**config.mk**
```make
export PLATFORM = sky130hd
export DESIGN_NAME = twb_host
export DESIGN_NICKNAME = d
export VERILOG_FILES = /design/src/core/twb_host_pkg.sv /design/src/core/level_sync.sv /design/src/core/dev_reg_access.sv /design/src/core/twb_host.sv
export SDC_FILE = /design/constraint.sdc
export NUM_CORES = 1
export LEC_CHECK = 0
export BUFFER_PORTS_ARGS = -buffer_cell sky130_fd_sc_hd__buf_2
export CAP_MARGIN = 15
export CORE_MARGIN = 2
export CORE_UTILIZATION = 50
export CTS_CLUSTER_DIAMETER = 100
export DETAILED_ROUTE_END_ITERATION = 8
export PLACE_DENSITY = 0.71
export SLEW_MARGIN = 20
export SYNTH_ARGS = -nofsm -noshare
export SYNTH_HDL_FRONTEND = slang
export SYNTH_SLANG_ARGS = --single-unit
```
**constraint.sdc**
```tcl
create_clock -name clk -period 6.04 [get_ports clk]
set_clock_uncertainty 0.05 [all_clocks]
set_input_delay 0.604 -clock clk [delete_from_list [all_inputs] [get_ports clk]]
set_output_delay 0.604 -clock clk [all_outputs]
set_load 0.1 [all_outputs]
```
**src/core/twb_host_pkg.sv**
```systemverilog
/*
  Package for the two-wire bus host controller: the map of the bus interface
  registers that the host drives, the bit layout of its control and status
  registers, the host's own APB register map and the engine state encoding.
  Assumes nothing beyond a SystemVerilog compiler.
*/
package twb_host_pkg;

   // ----------------------------------------------------------------------
   // Register indices of the bus interface reached over the device port
   // ----------------------------------------------------------------------
   localparam logic [1:0] DEV_CTRL_IDX   = 2'h0; // bus_control_reg
   localparam logic [1:0] DEV_STAT_IDX   = 2'h1; // bus_status_reg
   localparam logic [1:0] DEV_DATA_IDX   = 2'h2; // bus_data_reg

   // Bits of bus_control_reg.
   localparam int BIT_IF_ENABLE  = 7;
   localparam int BIT_IRQ_ENABLE = 6; // irq_enable_bit
   localparam int BIT_MASTER_SEL = 5; // master_select_bit
   localparam int BIT_TX_SEL     = 4; // transmit_select_bit
   localparam int BIT_ACK_DIS    = 3; // ack_disable_bit

   // Bits of bus_status_reg.
   localparam int BIT_BYTE_DONE  = 7; // byte_done_flag
   localparam int BIT_ADDR_SLAVE = 6; // addressed_slave_flag
   localparam int BIT_BUS_BUSY   = 5; // bus_busy_flag
   localparam int BIT_ARB_LOST   = 4; // arb_lost_flag
   localparam int BIT_RW_LATCH   = 2; // latched_rw_bit
   localparam int BIT_PEND_IRQ   = 1; // pending_irq_flag
   localparam int BIT_RX_ACK     = 0; // rx_ack_status

   // ----------------------------------------------------------------------
   // Host registers on APB (byte offsets)
   // ----------------------------------------------------------------------
   localparam logic [7:0] OFS_CTRL   = 8'h00;
   localparam logic [7:0] OFS_ADDR   = 8'h04;
   localparam logic [7:0] OFS_COUNT  = 8'h08;
   localparam logic [7:0] OFS_TXDATA = 8'h0c;
   localparam logic [7:0] OFS_RXDATA = 8'h10;
   localparam logic [7:0] OFS_STATUS = 8'h14;

   // Bits of the host CTRL register.
   localparam int CTL_GO    = 0;
   localparam int CTL_READ  = 1;
   localparam int CTL_HOLD  = 2;
   localparam int CTL_SLAVE = 3;

   // Bits of the host STATUS register; the byte count left sits in 15:8.
   localparam int STS_BUSY   = 0;
   localparam int STS_DONE   = 1;
   localparam int STS_NACK   = 2;
   localparam int STS_ARB    = 3;
   localparam int STS_TXFULL = 4;
   localparam int STS_RXFULL = 5;
   localparam int STS_OWNED  = 6;
   localparam int STS_SLTX   = 7;

   // Reset values.
   localparam logic [7:0]  RST_BYTE = 8'h00;
   localparam logic [31:0] RST_WORD = 32'h0000_0000;

   // ----------------------------------------------------------------------
   // Engine states, Gray coded in declaration order; every access passes through S_ACC
   // ----------------------------------------------------------------------
   typedef enum logic [4:0] {
      S_INIT     = 5'h00,
      S_IDLE     = 5'h01,
      S_BUS_CHK  = 5'h03,
      S_SEND_ADR = 5'h02,
      S_WAIT_IRQ = 5'h06,
      S_FLAG_CLR = 5'h07,
      S_DECIDE   = 5'h05,
      S_TX_WAIT  = 5'h04,
      S_DUMMY    = 5'h0c,
      S_RX_READ  = 5'h0d,
      S_RX_STORE = 5'h0f,
      S_STOP     = 5'h0e,
      S_FINISH   = 5'h0a,
      S_RS_SET   = 5'h0b,
      S_SL_GO    = 5'h09,
      S_SL_DUMMY = 5'h08,
      S_ACC      = 5'h18
   } state_t;

   // Device port access sequencer states.
   typedef enum logic [1:0] {
      A_IDLE   = 2'b00,
      A_STROBE = 2'b01,
      A_CAPT   = 2'b11
   } acc_state_t;

endpackage

```
**src/core/level_sync.sv**
```systemverilog
/*
  Two flip-flop synchroniser for one level.
  Assumes the input comes from outside the clk domain; only the second stage
  is visible to the caller.
*/
`timescale 1ns/1ps
`default_nettype none
module level_sync
   import twb_host_pkg::*;
(
   // Clock and reset
   input  wire logic clk,
   input  wire logic rst,
   // Level in and out
   input  wire logic din,
   output logic      dout
);

   typedef struct packed {
      logic meta;
      logic sync;
   } sync_t;

   sync_t s_q;
   sync_t s_d;

   // The first stage feeds only the second stage.
   always_comb
   begin
      s_d      = s_q;
      s_d.meta = din;
      s_d.sync = s_q.meta;
   end

   always_ff @(posedge clk)
   begin
      if (rst)
         s_q <= '0;
      else
         s_q <= s_d;
   end

   assign dout = s_q.sync;

endmodule
`default_nettype wire

```
**src/core/dev_reg_access.sv**
```systemverilog
/*
  Single register access sequencer toward the bus interface.
  Assumes the interface decodes its registers on clk and returns read data
  combinationally in the cycle after the strobe; a read or write strobe
  lasts exactly one cycle so side effects happen once.
*/
`timescale 1ns/1ps
`default_nettype none
module dev_reg_access
   import twb_host_pkg::*;
(
   // Clock and reset
   input  wire logic       clk,
   input  wire logic       rst,
   // Request from the engine
   input  wire logic       req,
   input  wire logic       req_we,
   input  wire logic [1:0] req_idx,
   input  wire logic [7:0] req_wdata,
   output logic            done,
   output logic [7:0]      rdata,
   // Device register port
   output logic            dev_sel,
   output logic            dev_we,
   output logic [1:0]      dev_idx,
   output logic [7:0]      dev_wdata,
   input  wire logic [7:0] dev_rdata
);

   typedef struct packed {
      acc_state_t st;
      logic       sel;
      logic       we;
      logic [1:0] idx;
      logic [7:0] wd;
      logic [7:0] rd;
      logic       done;
   } acc_t;

   acc_t s_q;
   acc_t s_d;

   // Strobe for one cycle, then catch read data one cycle later.
   always_comb
   begin
      s_d      = s_q;
      s_d.sel  = 1'b0;
      s_d.done = 1'b0;
      case (s_q.st)
         A_IDLE:
         begin
            if (req)
            begin
               s_d.sel = 1'b1;
               s_d.we  = req_we;
               s_d.idx = req_idx;
               s_d.wd  = req_wdata;
               s_d.st  = A_STROBE;
            end
         end
         A_STROBE:
            s_d.st = A_CAPT;
         A_CAPT:
         begin
            s_d.rd   = dev_rdata;
            s_d.done = 1'b1;
            s_d.st   = A_IDLE;
         end
         default:
            s_d.st = A_IDLE;
      endcase
   end

   always_ff @(posedge clk)
   begin
      if (rst)
         s_q <= '{st: A_IDLE, sel: 1'b0, we: 1'b0, idx: 2'h0, wd: RST_BYTE,
                  rd: RST_BYTE, done: 1'b0};
      else
         s_q <= s_d;
   end

   assign done      = s_q.done;
   assign rdata     = s_q.rd;
   assign dev_sel   = s_q.sel;
   assign dev_we    = s_q.we;
   assign dev_idx   = s_q.idx;
   assign dev_wdata = s_q.wd;

endmodule
`default_nettype wire

```
**src/core/twb_host.sv**
```systemverilog
/*
  Host controller for the two-wire bus interface: software orders master
  transfers and slave service over APB, and the engine runs them by reading
  and writing the interface's control, status and data registers.
  Assumes the interface registers sit on the same clk, and that its interrupt
  line is an asynchronous level.
*/
`timescale 1ns/1ps
`default_nettype none
// Summary of operation
// Interface sets byte-done and pending flags after each byte, interrupting if enabled.
// Byte-done clears on data read in receive, data write in transmit.
// Host clears the pending flag first; polling is the alternative.
// Master transmitter checks acknowledge after each byte; missing acknowledge ends transfer.
// Every transfer ends with stop, made by clearing master select; with CTRL hold and no nack the host keeps it set on writes and zero-byte reads.
// Receiver sets acknowledge-disable before reading second-to-last byte.
// Receiver generates stop before reading the final byte.
// Repeated start: clear then set master select, then write address.
// Addressed as slave: host programs transmit select from latched direction bit.
// Any control register write clears the addressed-as-slave flag.
// Slave transfer starts on data write or dummy data read.
// Slave transmitter checks acknowledge before each further byte.
// On missing acknowledge slave switches to receive and dummy reads.
// Lost arbitration drops to slave receive, byte clock finishes.
// After the dummy byte: interrupt, arbitration flag set, master select cleared.
// Start onto busy bus is inhibited, flagged lost, without stop.
// Host checks arbitration-lost first and clears it when set.
// In wait mode the interface idles; slave wakes on start.
// Byte completion with interrupt enabled wakes processor from wait.
// In stop mode the whole interface is disabled.
// Byte-done sets at ninth clock fall, clear while byte runs.
// Pending flag set on byte, address match, lost arbitration; cleared writing 0.
// Receive mode holds clock low until data register read.
// Bus-busy sets on start, clears on stop.
// Receiver acknowledges each byte unless acknowledge-disable is set.
module twb_host
   import twb_host_pkg::*;
(
   // Clock and reset
   input  wire logic        clk,
   input  wire logic        rst,
   // APB slave
   input  wire logic        psel,
   input  wire logic        penable,
   input  wire logic        pwrite,
   input  wire logic [7:0]  paddr,
   input  wire logic [31:0] pwdata,
   output logic             pready,
   output logic             pslverr,
   output logic [31:0]      prdata,
   // Bus interface register port
   output logic             dev_sel,
   output logic             dev_we,
   output logic [1:0]       dev_idx,
   output logic [7:0]       dev_wdata,
   input  wire logic [7:0]  dev_rdata,
   input  wire logic        dev_irq
);

   typedef struct packed {
      state_t      st;
      state_t      ret;
      logic        acc_go;
      logic        acc_we;
      logic [1:0]  acc_idx;
      logic [7:0]  acc_wd;
      logic [7:0]  bus_status_reg;
      logic [7:0]  rem;
      logic        first;
      logic        rd;
      logic        mst;
      logic        sl_tx;
      logic        owned;
      logic        tx_full;
      logic [7:0]  tx_byte;
      logic        rx_full;
      logic [7:0]  rx_byte;
      logic        busy;
      logic        done;
      logic        nack;
      logic        arb;
      logic        go;
      logic        cfg_rd;
      logic        cfg_hold;
      logic        cfg_slave;
      logic [6:0]  cfg_addr;
      logic [7:0]  cfg_count;
      logic        pready;
      logic        pslverr;
      logic [31:0] prdata;
   } host_t;

   host_t      s_q;
   host_t      s_d;
   logic       irq_s;
   logic       acc_done;
   logic [7:0] acc_rdata;

   // ----------------------------------------------------------------------
   // Helpers
   // ----------------------------------------------------------------------

   // Control value with the interface and its interrupt always enabled.
   function automatic logic [7:0] ctrl_val(input logic master_select_bit, input logic tx,
                                           input logic ack_dis);
      logic [7:0] v;
      v                 = RST_BYTE;
      v[BIT_IF_ENABLE]  = 1'b1;
      v[BIT_IRQ_ENABLE] = 1'b1;
      v[BIT_MASTER_SEL] = master_select_bit;
      v[BIT_TX_SEL]     = tx;
      v[BIT_ACK_DIS]    = ack_dis;
      return v;
   endfunction

   // Queue one device access and park in the wait state.
   function automatic host_t issue(input host_t h, input logic we,
                                   input logic [1:0] idx, input logic [7:0] wd,
                                   input state_t ret);
      host_t r;
      r         = h;
      r.acc_go  = 1'b1;
      r.acc_we  = we;
      r.acc_idx = idx;
      r.acc_wd  = wd;
      r.ret     = ret;
      r.st      = S_ACC;
      return r;
   endfunction

   // Decode of the host register offsets.
   function automatic logic mapped(input logic [7:0] a);
      return (a == OFS_CTRL) || (a == OFS_ADDR) || (a == OFS_COUNT) ||
             (a == OFS_TXDATA) || (a == OFS_RXDATA) || (a == OFS_STATUS);
   endfunction

   // ----------------------------------------------------------------------
   // Submodules
   // ----------------------------------------------------------------------

   // The interrupt line is a pin; waiting on it spares status polling.
   level_sync u_irq_sync (
      .clk  (clk),
      .rst  (rst),
      .din  (dev_irq),
      .dout (irq_s)
   );

   dev_reg_access u_acc (
      .clk       (clk),
      .rst       (rst),
      .req       (s_q.acc_go),
      .req_we    (s_q.acc_we),
      .req_idx   (s_q.acc_idx),
      .req_wdata (s_q.acc_wd),
      .done      (acc_done),
      .rdata     (acc_rdata),
      .dev_sel   (dev_sel),
      .dev_we    (dev_we),
      .dev_idx   (dev_idx),
      .dev_wdata (dev_wdata),
      .dev_rdata (dev_rdata)
   );

   // ----------------------------------------------------------------------
   // Next state: APB registers first, engine after so hardware sets win
   // ----------------------------------------------------------------------
   always_comb
   begin
      logic [31:0] rv;
      rv        = RST_WORD;
      s_d       = s_q;
      s_d.acc_go  = 1'b0;
      s_d.pready  = 1'b0;
      s_d.pslverr = 1'b0;

      // Access phase: prepare the answer, one wait state.
      if (psel && penable && !s_q.pready)
      begin
         case (paddr)
            OFS_CTRL:   rv = {28'h0, s_q.cfg_slave, s_q.cfg_hold, s_q.cfg_rd, 1'b0};
            OFS_ADDR:   rv = {25'h0, s_q.cfg_addr};
            OFS_COUNT:  rv = {24'h0, s_q.cfg_count};
            OFS_TXDATA: rv = {24'h0, s_q.tx_byte};
            OFS_RXDATA: rv = {24'h0, s_q.rx_byte};
            OFS_STATUS: rv = {16'h0, s_q.rem, s_q.sl_tx, s_q.owned, s_q.rx_full,
                              s_q.tx_full, s_q.arb, s_q.nack, s_q.done, s_q.busy};
            default:    rv = RST_WORD;
         endcase
         s_d.pready  = 1'b1;
         s_d.pslverr = !mapped(paddr);
         s_d.prdata  = rv;
      end

      // Completing edge: writes take effect, a data read pops.
      if (psel && penable && s_q.pready)
      begin
         if (pwrite)
         begin
            case (paddr)
               OFS_CTRL:
               begin
                  s_d.cfg_rd    = pwdata[CTL_READ];
                  s_d.cfg_hold  = pwdata[CTL_HOLD];
                  s_d.cfg_slave = pwdata[CTL_SLAVE];
                  if (pwdata[CTL_GO] && !s_q.busy)
                     s_d.go = 1'b1;
               end
               OFS_ADDR:  s_d.cfg_addr  = pwdata[6:0];
               OFS_COUNT: s_d.cfg_count = pwdata[7:0];
               OFS_TXDATA:
               begin
                  // A byte written while one waits is dropped.
                  if (!s_q.tx_full)
                  begin
                     s_d.tx_byte = pwdata[7:0];
                     s_d.tx_full = 1'b1;
                  end
               end
               OFS_STATUS:
               begin
                  if (pwdata[STS_DONE])
                     s_d.done = 1'b0;
                  if (pwdata[STS_NACK])
                     s_d.nack = 1'b0;
                  if (pwdata[STS_ARB])
                     s_d.arb = 1'b0;
               end
               default: s_d.go = s_d.go;
            endcase
         end
         else if (paddr == OFS_RXDATA)
            s_d.rx_full = 1'b0;
      end

      // Transfer engine.
      case (s_q.st)
         S_INIT:
            s_d = issue(s_d, 1'b1, DEV_CTRL_IDX, ctrl_val(1'b0, 1'b0, 1'b0), S_IDLE);
         S_ACC:
         begin
            if (acc_done)
               s_d.st = s_q.ret;
         end
         S_IDLE:
         begin
            if (s_q.go)
            begin
               s_d.go    = 1'b0;
               s_d.busy  = 1'b1;
               s_d.nack  = 1'b0;
               s_d.arb   = 1'b0;
               s_d.rd    = s_q.cfg_rd;
               s_d.rem   = s_q.cfg_count;
               s_d.first = 1'b1;
               s_d.mst   = 1'b1;
               if (s_q.owned)
                  s_d = issue(s_d, 1'b1, DEV_CTRL_IDX, ctrl_val(1'b0, 1'b1, 1'b0), S_RS_SET);
               else
                  s_d = issue(s_d, 1'b0, DEV_STAT_IDX, RST_BYTE, S_BUS_CHK);
            end
            else if (irq_s && s_q.cfg_slave)
            begin
               s_d.mst = 1'b0;
               s_d = issue(s_d, 1'b0, DEV_STAT_IDX, RST_BYTE, S_FLAG_CLR);
            end
         end
         S_RS_SET:
            s_d = issue(s_d, 1'b1, DEV_CTRL_IDX, ctrl_val(1'b1, 1'b1, 1'b0), S_SEND_ADR);
         S_BUS_CHK:
         begin
            // Starting onto a busy bus would only be refused; wait for idle.
            if (acc_rdata[BIT_BUS_BUSY])
               s_d = issue(s_d, 1'b0, DEV_STAT_IDX, RST_BYTE, S_BUS_CHK);
            else
               s_d = issue(s_d, 1'b1, DEV_CTRL_IDX, ctrl_val(1'b1, 1'b1, 1'b0), S_SEND_ADR);
         end
         S_SEND_ADR:
         begin
            s_d.owned = 1'b1;
            s_d = issue(s_d, 1'b1, DEV_DATA_IDX, {s_q.cfg_addr, s_q.rd}, S_WAIT_IRQ);
         end
         S_WAIT_IRQ:
         begin
            if (irq_s)
               s_d = issue(s_d, 1'b0, DEV_STAT_IDX, RST_BYTE, S_FLAG_CLR);
         end
         S_FLAG_CLR:
         begin
            s_d.bus_status_reg = acc_rdata;
            if (!acc_rdata[BIT_PEND_IRQ])
               s_d.st = s_q.mst ? S_WAIT_IRQ : S_IDLE;
            else
               s_d = issue(s_d, 1'b1, DEV_STAT_IDX,
                           acc_rdata & ~(8'h01 << BIT_PEND_IRQ) & ~(8'h01 << BIT_ARB_LOST),
                           S_DECIDE);
         end
         S_DECIDE:
         begin
            if (s_q.bus_status_reg[BIT_ARB_LOST])
            begin
               // The interface already dropped master select; no stop here.
               s_d.arb   = 1'b1;
               s_d.owned = 1'b0;
               s_d.st    = S_FINISH;
            end
            else if (!s_q.mst && s_q.bus_status_reg[BIT_ADDR_SLAVE])
            begin
               s_d.sl_tx = s_q.bus_status_reg[BIT_RW_LATCH];
               s_d = issue(s_d, 1'b1, DEV_CTRL_IDX,
                           ctrl_val(1'b0, s_q.bus_status_reg[BIT_RW_LATCH], 1'b0), S_SL_GO);
            end
            else if (!s_q.mst)
            begin
               if (!s_q.sl_tx)
                  s_d.st = S_RX_READ;
               else if (s_q.bus_status_reg[BIT_RX_ACK])
               begin
                  s_d.sl_tx = 1'b0;
                  s_d = issue(s_d, 1'b1, DEV_CTRL_IDX, ctrl_val(1'b0, 1'b0, 1'b0),
                              S_SL_DUMMY);
               end
               else
                  s_d.st = S_TX_WAIT;
            end
            else if (s_q.first || !s_q.rd)
            begin
               if (s_q.bus_status_reg[BIT_RX_ACK])
               begin
                  s_d.nack = 1'b1;
                  s_d.st   = S_STOP;
               end
               else if (s_q.rem == RST_BYTE)
                  s_d.st = S_STOP;
               else if (s_q.rd)
                  s_d = issue(s_d, 1'b1, DEV_CTRL_IDX,
                              ctrl_val(1'b1, 1'b0, s_q.rem == 8'h01), S_DUMMY);
               else
                  s_d.st = S_TX_WAIT;
            end
            else if (s_q.rem == 8'h01)
            begin
               // Stop goes out before the last byte is read.
               s_d.owned = 1'b0;
               s_d = issue(s_d, 1'b1, DEV_CTRL_IDX, ctrl_val(1'b0, 1'b0, 1'b1),
                           S_RX_READ);
            end
            else if (s_q.rem == 8'h02)
               s_d = issue(s_d, 1'b1, DEV_CTRL_IDX, ctrl_val(1'b1, 1'b0, 1'b1),
                           S_RX_READ);
            else
               s_d.st = S_RX_READ;
         end
         S_SL_GO:
         begin
            if (s_q.sl_tx)
               s_d.st = S_TX_WAIT;
            else
               s_d = issue(s_d, 1'b0, DEV_DATA_IDX, RST_BYTE, S_IDLE);
         end
         S_SL_DUMMY:
            s_d = issue(s_d, 1'b0, DEV_DATA_IDX, RST_BYTE, S_IDLE);
         S_TX_WAIT:
         begin
            // Stalls here until software supplies the next byte.
            if (s_q.tx_full)
            begin
               s_d.tx_full = 1'b0;
               s_d.first   = 1'b0;
               if (s_q.mst)
                  s_d.rem = s_q.rem - 8'h01;
               s_d = issue(s_d, 1'b1, DEV_DATA_IDX, s_q.tx_byte,
                           s_q.mst ? S_WAIT_IRQ : S_IDLE);
            end
         end
         S_DUMMY:
         begin
            s_d.first = 1'b0;
            s_d = issue(s_d, 1'b0, DEV_DATA_IDX, RST_BYTE, S_WAIT_IRQ);
         end
         S_RX_READ:
         begin
            // The interface holds the clock low until this read.
            if (!s_q.rx_full)
               s_d = issue(s_d, 1'b0, DEV_DATA_IDX, RST_BYTE, S_RX_STORE);
         end
         S_RX_STORE:
         begin
            s_d.rx_byte = acc_rdata;
            s_d.rx_full = 1'b1;
            if (!s_q.mst)
               s_d.st = S_IDLE;
            else
            begin
               s_d.rem = s_q.rem - 8'h01;
               s_d.st  = (s_q.rem == 8'h01) ? S_FINISH : S_WAIT_IRQ;
            end
         end
         S_STOP:
         begin
            if (s_q.cfg_hold && !s_q.nack)
               s_d.st = S_FINISH;
            else
            begin
               s_d.owned = 1'b0;
               s_d = issue(s_d, 1'b1, DEV_CTRL_IDX, ctrl_val(1'b0, !s_q.rd, 1'b0),
                           S_FINISH);
            end
         end
         S_FINISH:
         begin
            s_d.busy = 1'b0;
            s_d.done = 1'b1;
            s_d.st   = S_IDLE;
         end
         default:
            s_d.st = S_IDLE;
      endcase
   end

   // ----------------------------------------------------------------------
   // State register
   // ----------------------------------------------------------------------
   always_ff @(posedge clk)
   begin
      if (rst)
      begin
         s_q     <= '0;
         s_q.st  <= S_INIT;
         s_q.ret <= S_IDLE;
      end
      else
         s_q <= s_d;
   end

   assign pready  = s_q.pready;
   assign pslverr = s_q.pslverr;
   assign prdata  = s_q.prdata;

endmodule
`default_nettype wire

```
==> summary.txt <==
status -> finished clean
Syn Std Cell Area -> 6600 um^2
Vias -> 6,369
ranking of synthesized cells by area -> dfxtp_1 (37%), nand2_1 (6.8%), a21oi_1 (6.1%)
reg2reg start -> s_q[52]
Clock power frac -> 0.463
Post-Synthesis Cells -> 836
hold path startpoint -> dev_irq
worst vdd ir -> 179 uV
Synth Warn # -> 0
most frequent cells in the layout -> dfxtp_1 (122), nand2_1 (119), a21oi_1 (80)
total power -> 2.07 mW
post-route setup TNS -> 0 ps
Top FF cell, synth -> dfxtp_1
Max-Slew Margin vs Limit -> 0.333
CP max stage delay -> 950 ps
max cap viols -> 0
Worst setup SP type -> flop
synthesis-to-layout area growth -> 9.88%
routability cong. -> 0.966
leading area contributor after synthesis -> dfxtp_1
# port buffers -> 59
initial antenna violation count -> 0
Core Area -> 12,800 um^2
sw frac -> 0.279
top-area cell type share of the netlist area -> 0.370
postcts setup bufs -> 0
slowest CP cell -> a2111oi_4
die area -> 14,100 um^2
register area share after synthesis -> 0.370
final hold vios -> 0
CTS sink count -> 122
Pint -> 1.49 mW
Syn Area/Cell -> 7.89 um^2
diodes inserted -> 0
Pwr Density -> 285 nW/um^2
commonest non-fill, non-tap cell in the layout -> dfxtp_1
Bufs on Longest Clock Path -> 2
routed len/inst -> 19.8 um
CTS root buf -> clkbuf_16
WS Path Type -> flop to flop
crit-path cells -> a21oi_1, nand3_1, nand4_1, a2111oi_4, a31oi_1
TritonCTS Buffers -> 17
DIE HEIGHT -> 119 um
hold depth -> 2
DP Wirelength -> 14,500 um
post-cts sizing count -> 0
Hold Path End -> u_irq_sync.s_d[0]
clock latency on the worst-skew pair -> 420 ps
reg2reg path depth -> 5
num ports -> 100
CP endpoint kind -> flop
Distinct cells, synth -> 74
drt total wl -> 20,300 um
Worst-Margin Slew -> 1000 ps
pins over their slew limit -> 0
first-pass GRT wire length -> 31,600 um
FF-to-FF End -> s_q[103]
CP Launch Point -> s_q[52]
vias per cell -> 6.23
Final Setup Violations -> 0
TritonRoute pass-1 iters -> 6
largest net degree at the start of global routing -> 76
Worst Hold Class -> input port to flop
CP arrival -> 2960 ps
vias in the first global route -> 5,693
post-route minimum period -> 2760 ps
Critical Path RT -> 6240 ps
starting density of the core -> 0.516
Comb pwr share -> 0.132
unrepaired setup endpoints after global routing -> false
CTS tree -> done
total gr overflow -> 0
clock-pin slew on the worst setup and hold paths -> 60 ps
hold_buf cts -> 0
number of synthesized flops with an enable pin -> 0
share of layout cells above drive strength 1 -> 0.149
DRC viols -> 0
final period utilization -> 0.456
r2r setup slk -> 3280 ps
CP Max Fanout -> 18
FMAX -> 363 MHz
FP Rows -> 41
violation count after the first detailed-routing iteration -> 687
GR Util All Layers -> 0.288
number of register bits inferred by synthesis -> 122
H-tree Lvls -> 4
Antenna Nets Post-Route -> 0
LEAKAGE -> 2.67 nW
Async SR Flop Fraction -> 0
Flop pwr share -> 0.405
Net count, final -> 897
chip width -> 119 um
Fill cells -> 1,177
net load switching power -> 0.576 mW
==> stage by stage <==
step	cell area, um^2	util	worst slack, ps	hold WS [ps]	cells
floorplan	6650	-	3660	364	851
global placement	6690	0.523	3010	377	993
detailed placement	6690	0.523	2930	387	993
CTS	7240	0.567	3360	342	1023
global route	7250	0.567	3060	361	1023
finish	7250	0.567	3280	348	1023
==> worst max path at each step <==
stage	end	slack (ps)	depth (start not counted)
final	s_q[103]	3280	5
after CTS	s_q[103]	3360	5
after global placement	prdata[13]	3010	6
after global routing	s_q[103]	3060	5
after detailed placement	prdata[12]	2930	6
after floorplan	s_q[52]	3660	5
==> area by class of cell <==
class,count,area [um^2],share of cell area
tap,172,215,0.0297
clock buffer,23,488,0.0673
multi-input combinational,617,3610,0.499
inverter,13,48.8,0.00673
clock inverter,7,67.6,0.00932
timing repair buffer,69,373,0.0514
sequential,122,2440,0.337
==> synth_stat cells, drive strengths merged, types with 10 or more instances <==
cell	count
a211oi	10
a21o	10
a21oi	80
a22oi	11
a31oi	16
and3	14
buf	62
clkbuf	37
dfxtp	122
inv	12
mux2i	11
nand2	120
nand3	57
nor2	58
nor2b	11
nor3	12
o21ai	29
o22ai	12
==> worst max-delay path: cells and delay by family, from the launching register on <==
family           cells  cell delay, ps
AO/OA/AOI/OAI        3            1300
AND/OR/NAND/NOR      2             460
flip-flops           1             760
==> flip-flops by register name, summed over array words and instances, names as in the netlist <==
signal and flops:
u_acc.dev_sel 1, u_acc.s_q 2, u_acc.dev_we 1, pslverr 1, prdata 16, pready 1
u_acc.dev_idx 2, u_irq_sync.dout 1, u_irq_sync.s_d 1, u_acc.dev_wdata 8, u_acc.done 1, u_acc.rdata 8
s_q 79
==> per-layer routing <==
layer  GRT usage  vias to the layer above  share of wire
met5           0                        -              0
met4       0.114                        0          0.026
met2       0.429                      288           0.45
met1       0.408                     3036           0.46
met3      0.0570                       36          0.070
li1            -                     3009              -
==> cells by family after synthesis <==
| logic type | count (synthesis) | synth area share |
|---|---|---|
| mux | 20 | 0.0321 |
| buf+inv | 112 | 0.0916 |
| simple gates | 350 | 0.270 |
| compound gates | 226 | 0.227 |
| fa+ha+maj | 3 | 0.00569 |
| xor+xnor | 2 | 0.00266 |
| flops | 122 | 0.370 |
| other cells | 1 | 0.000568 |
==> power groups by stage <==
stage | Combinational, mW | Clock [mW] | Sequential [mW]
after floorplan | 0.214 | 0 | 0.857
after global placement | 0.264 | 0 | 0.853
after detailed placement | 0.268 | 0 | 0.854
after CTS | 0.268 | 0.970 | 0.837
after global routing | 0.291 | 1.01 | 0.839
final | 0.273 | 0.955 | 0.837
No activity file was read; power rests on OpenSTA's default activity.
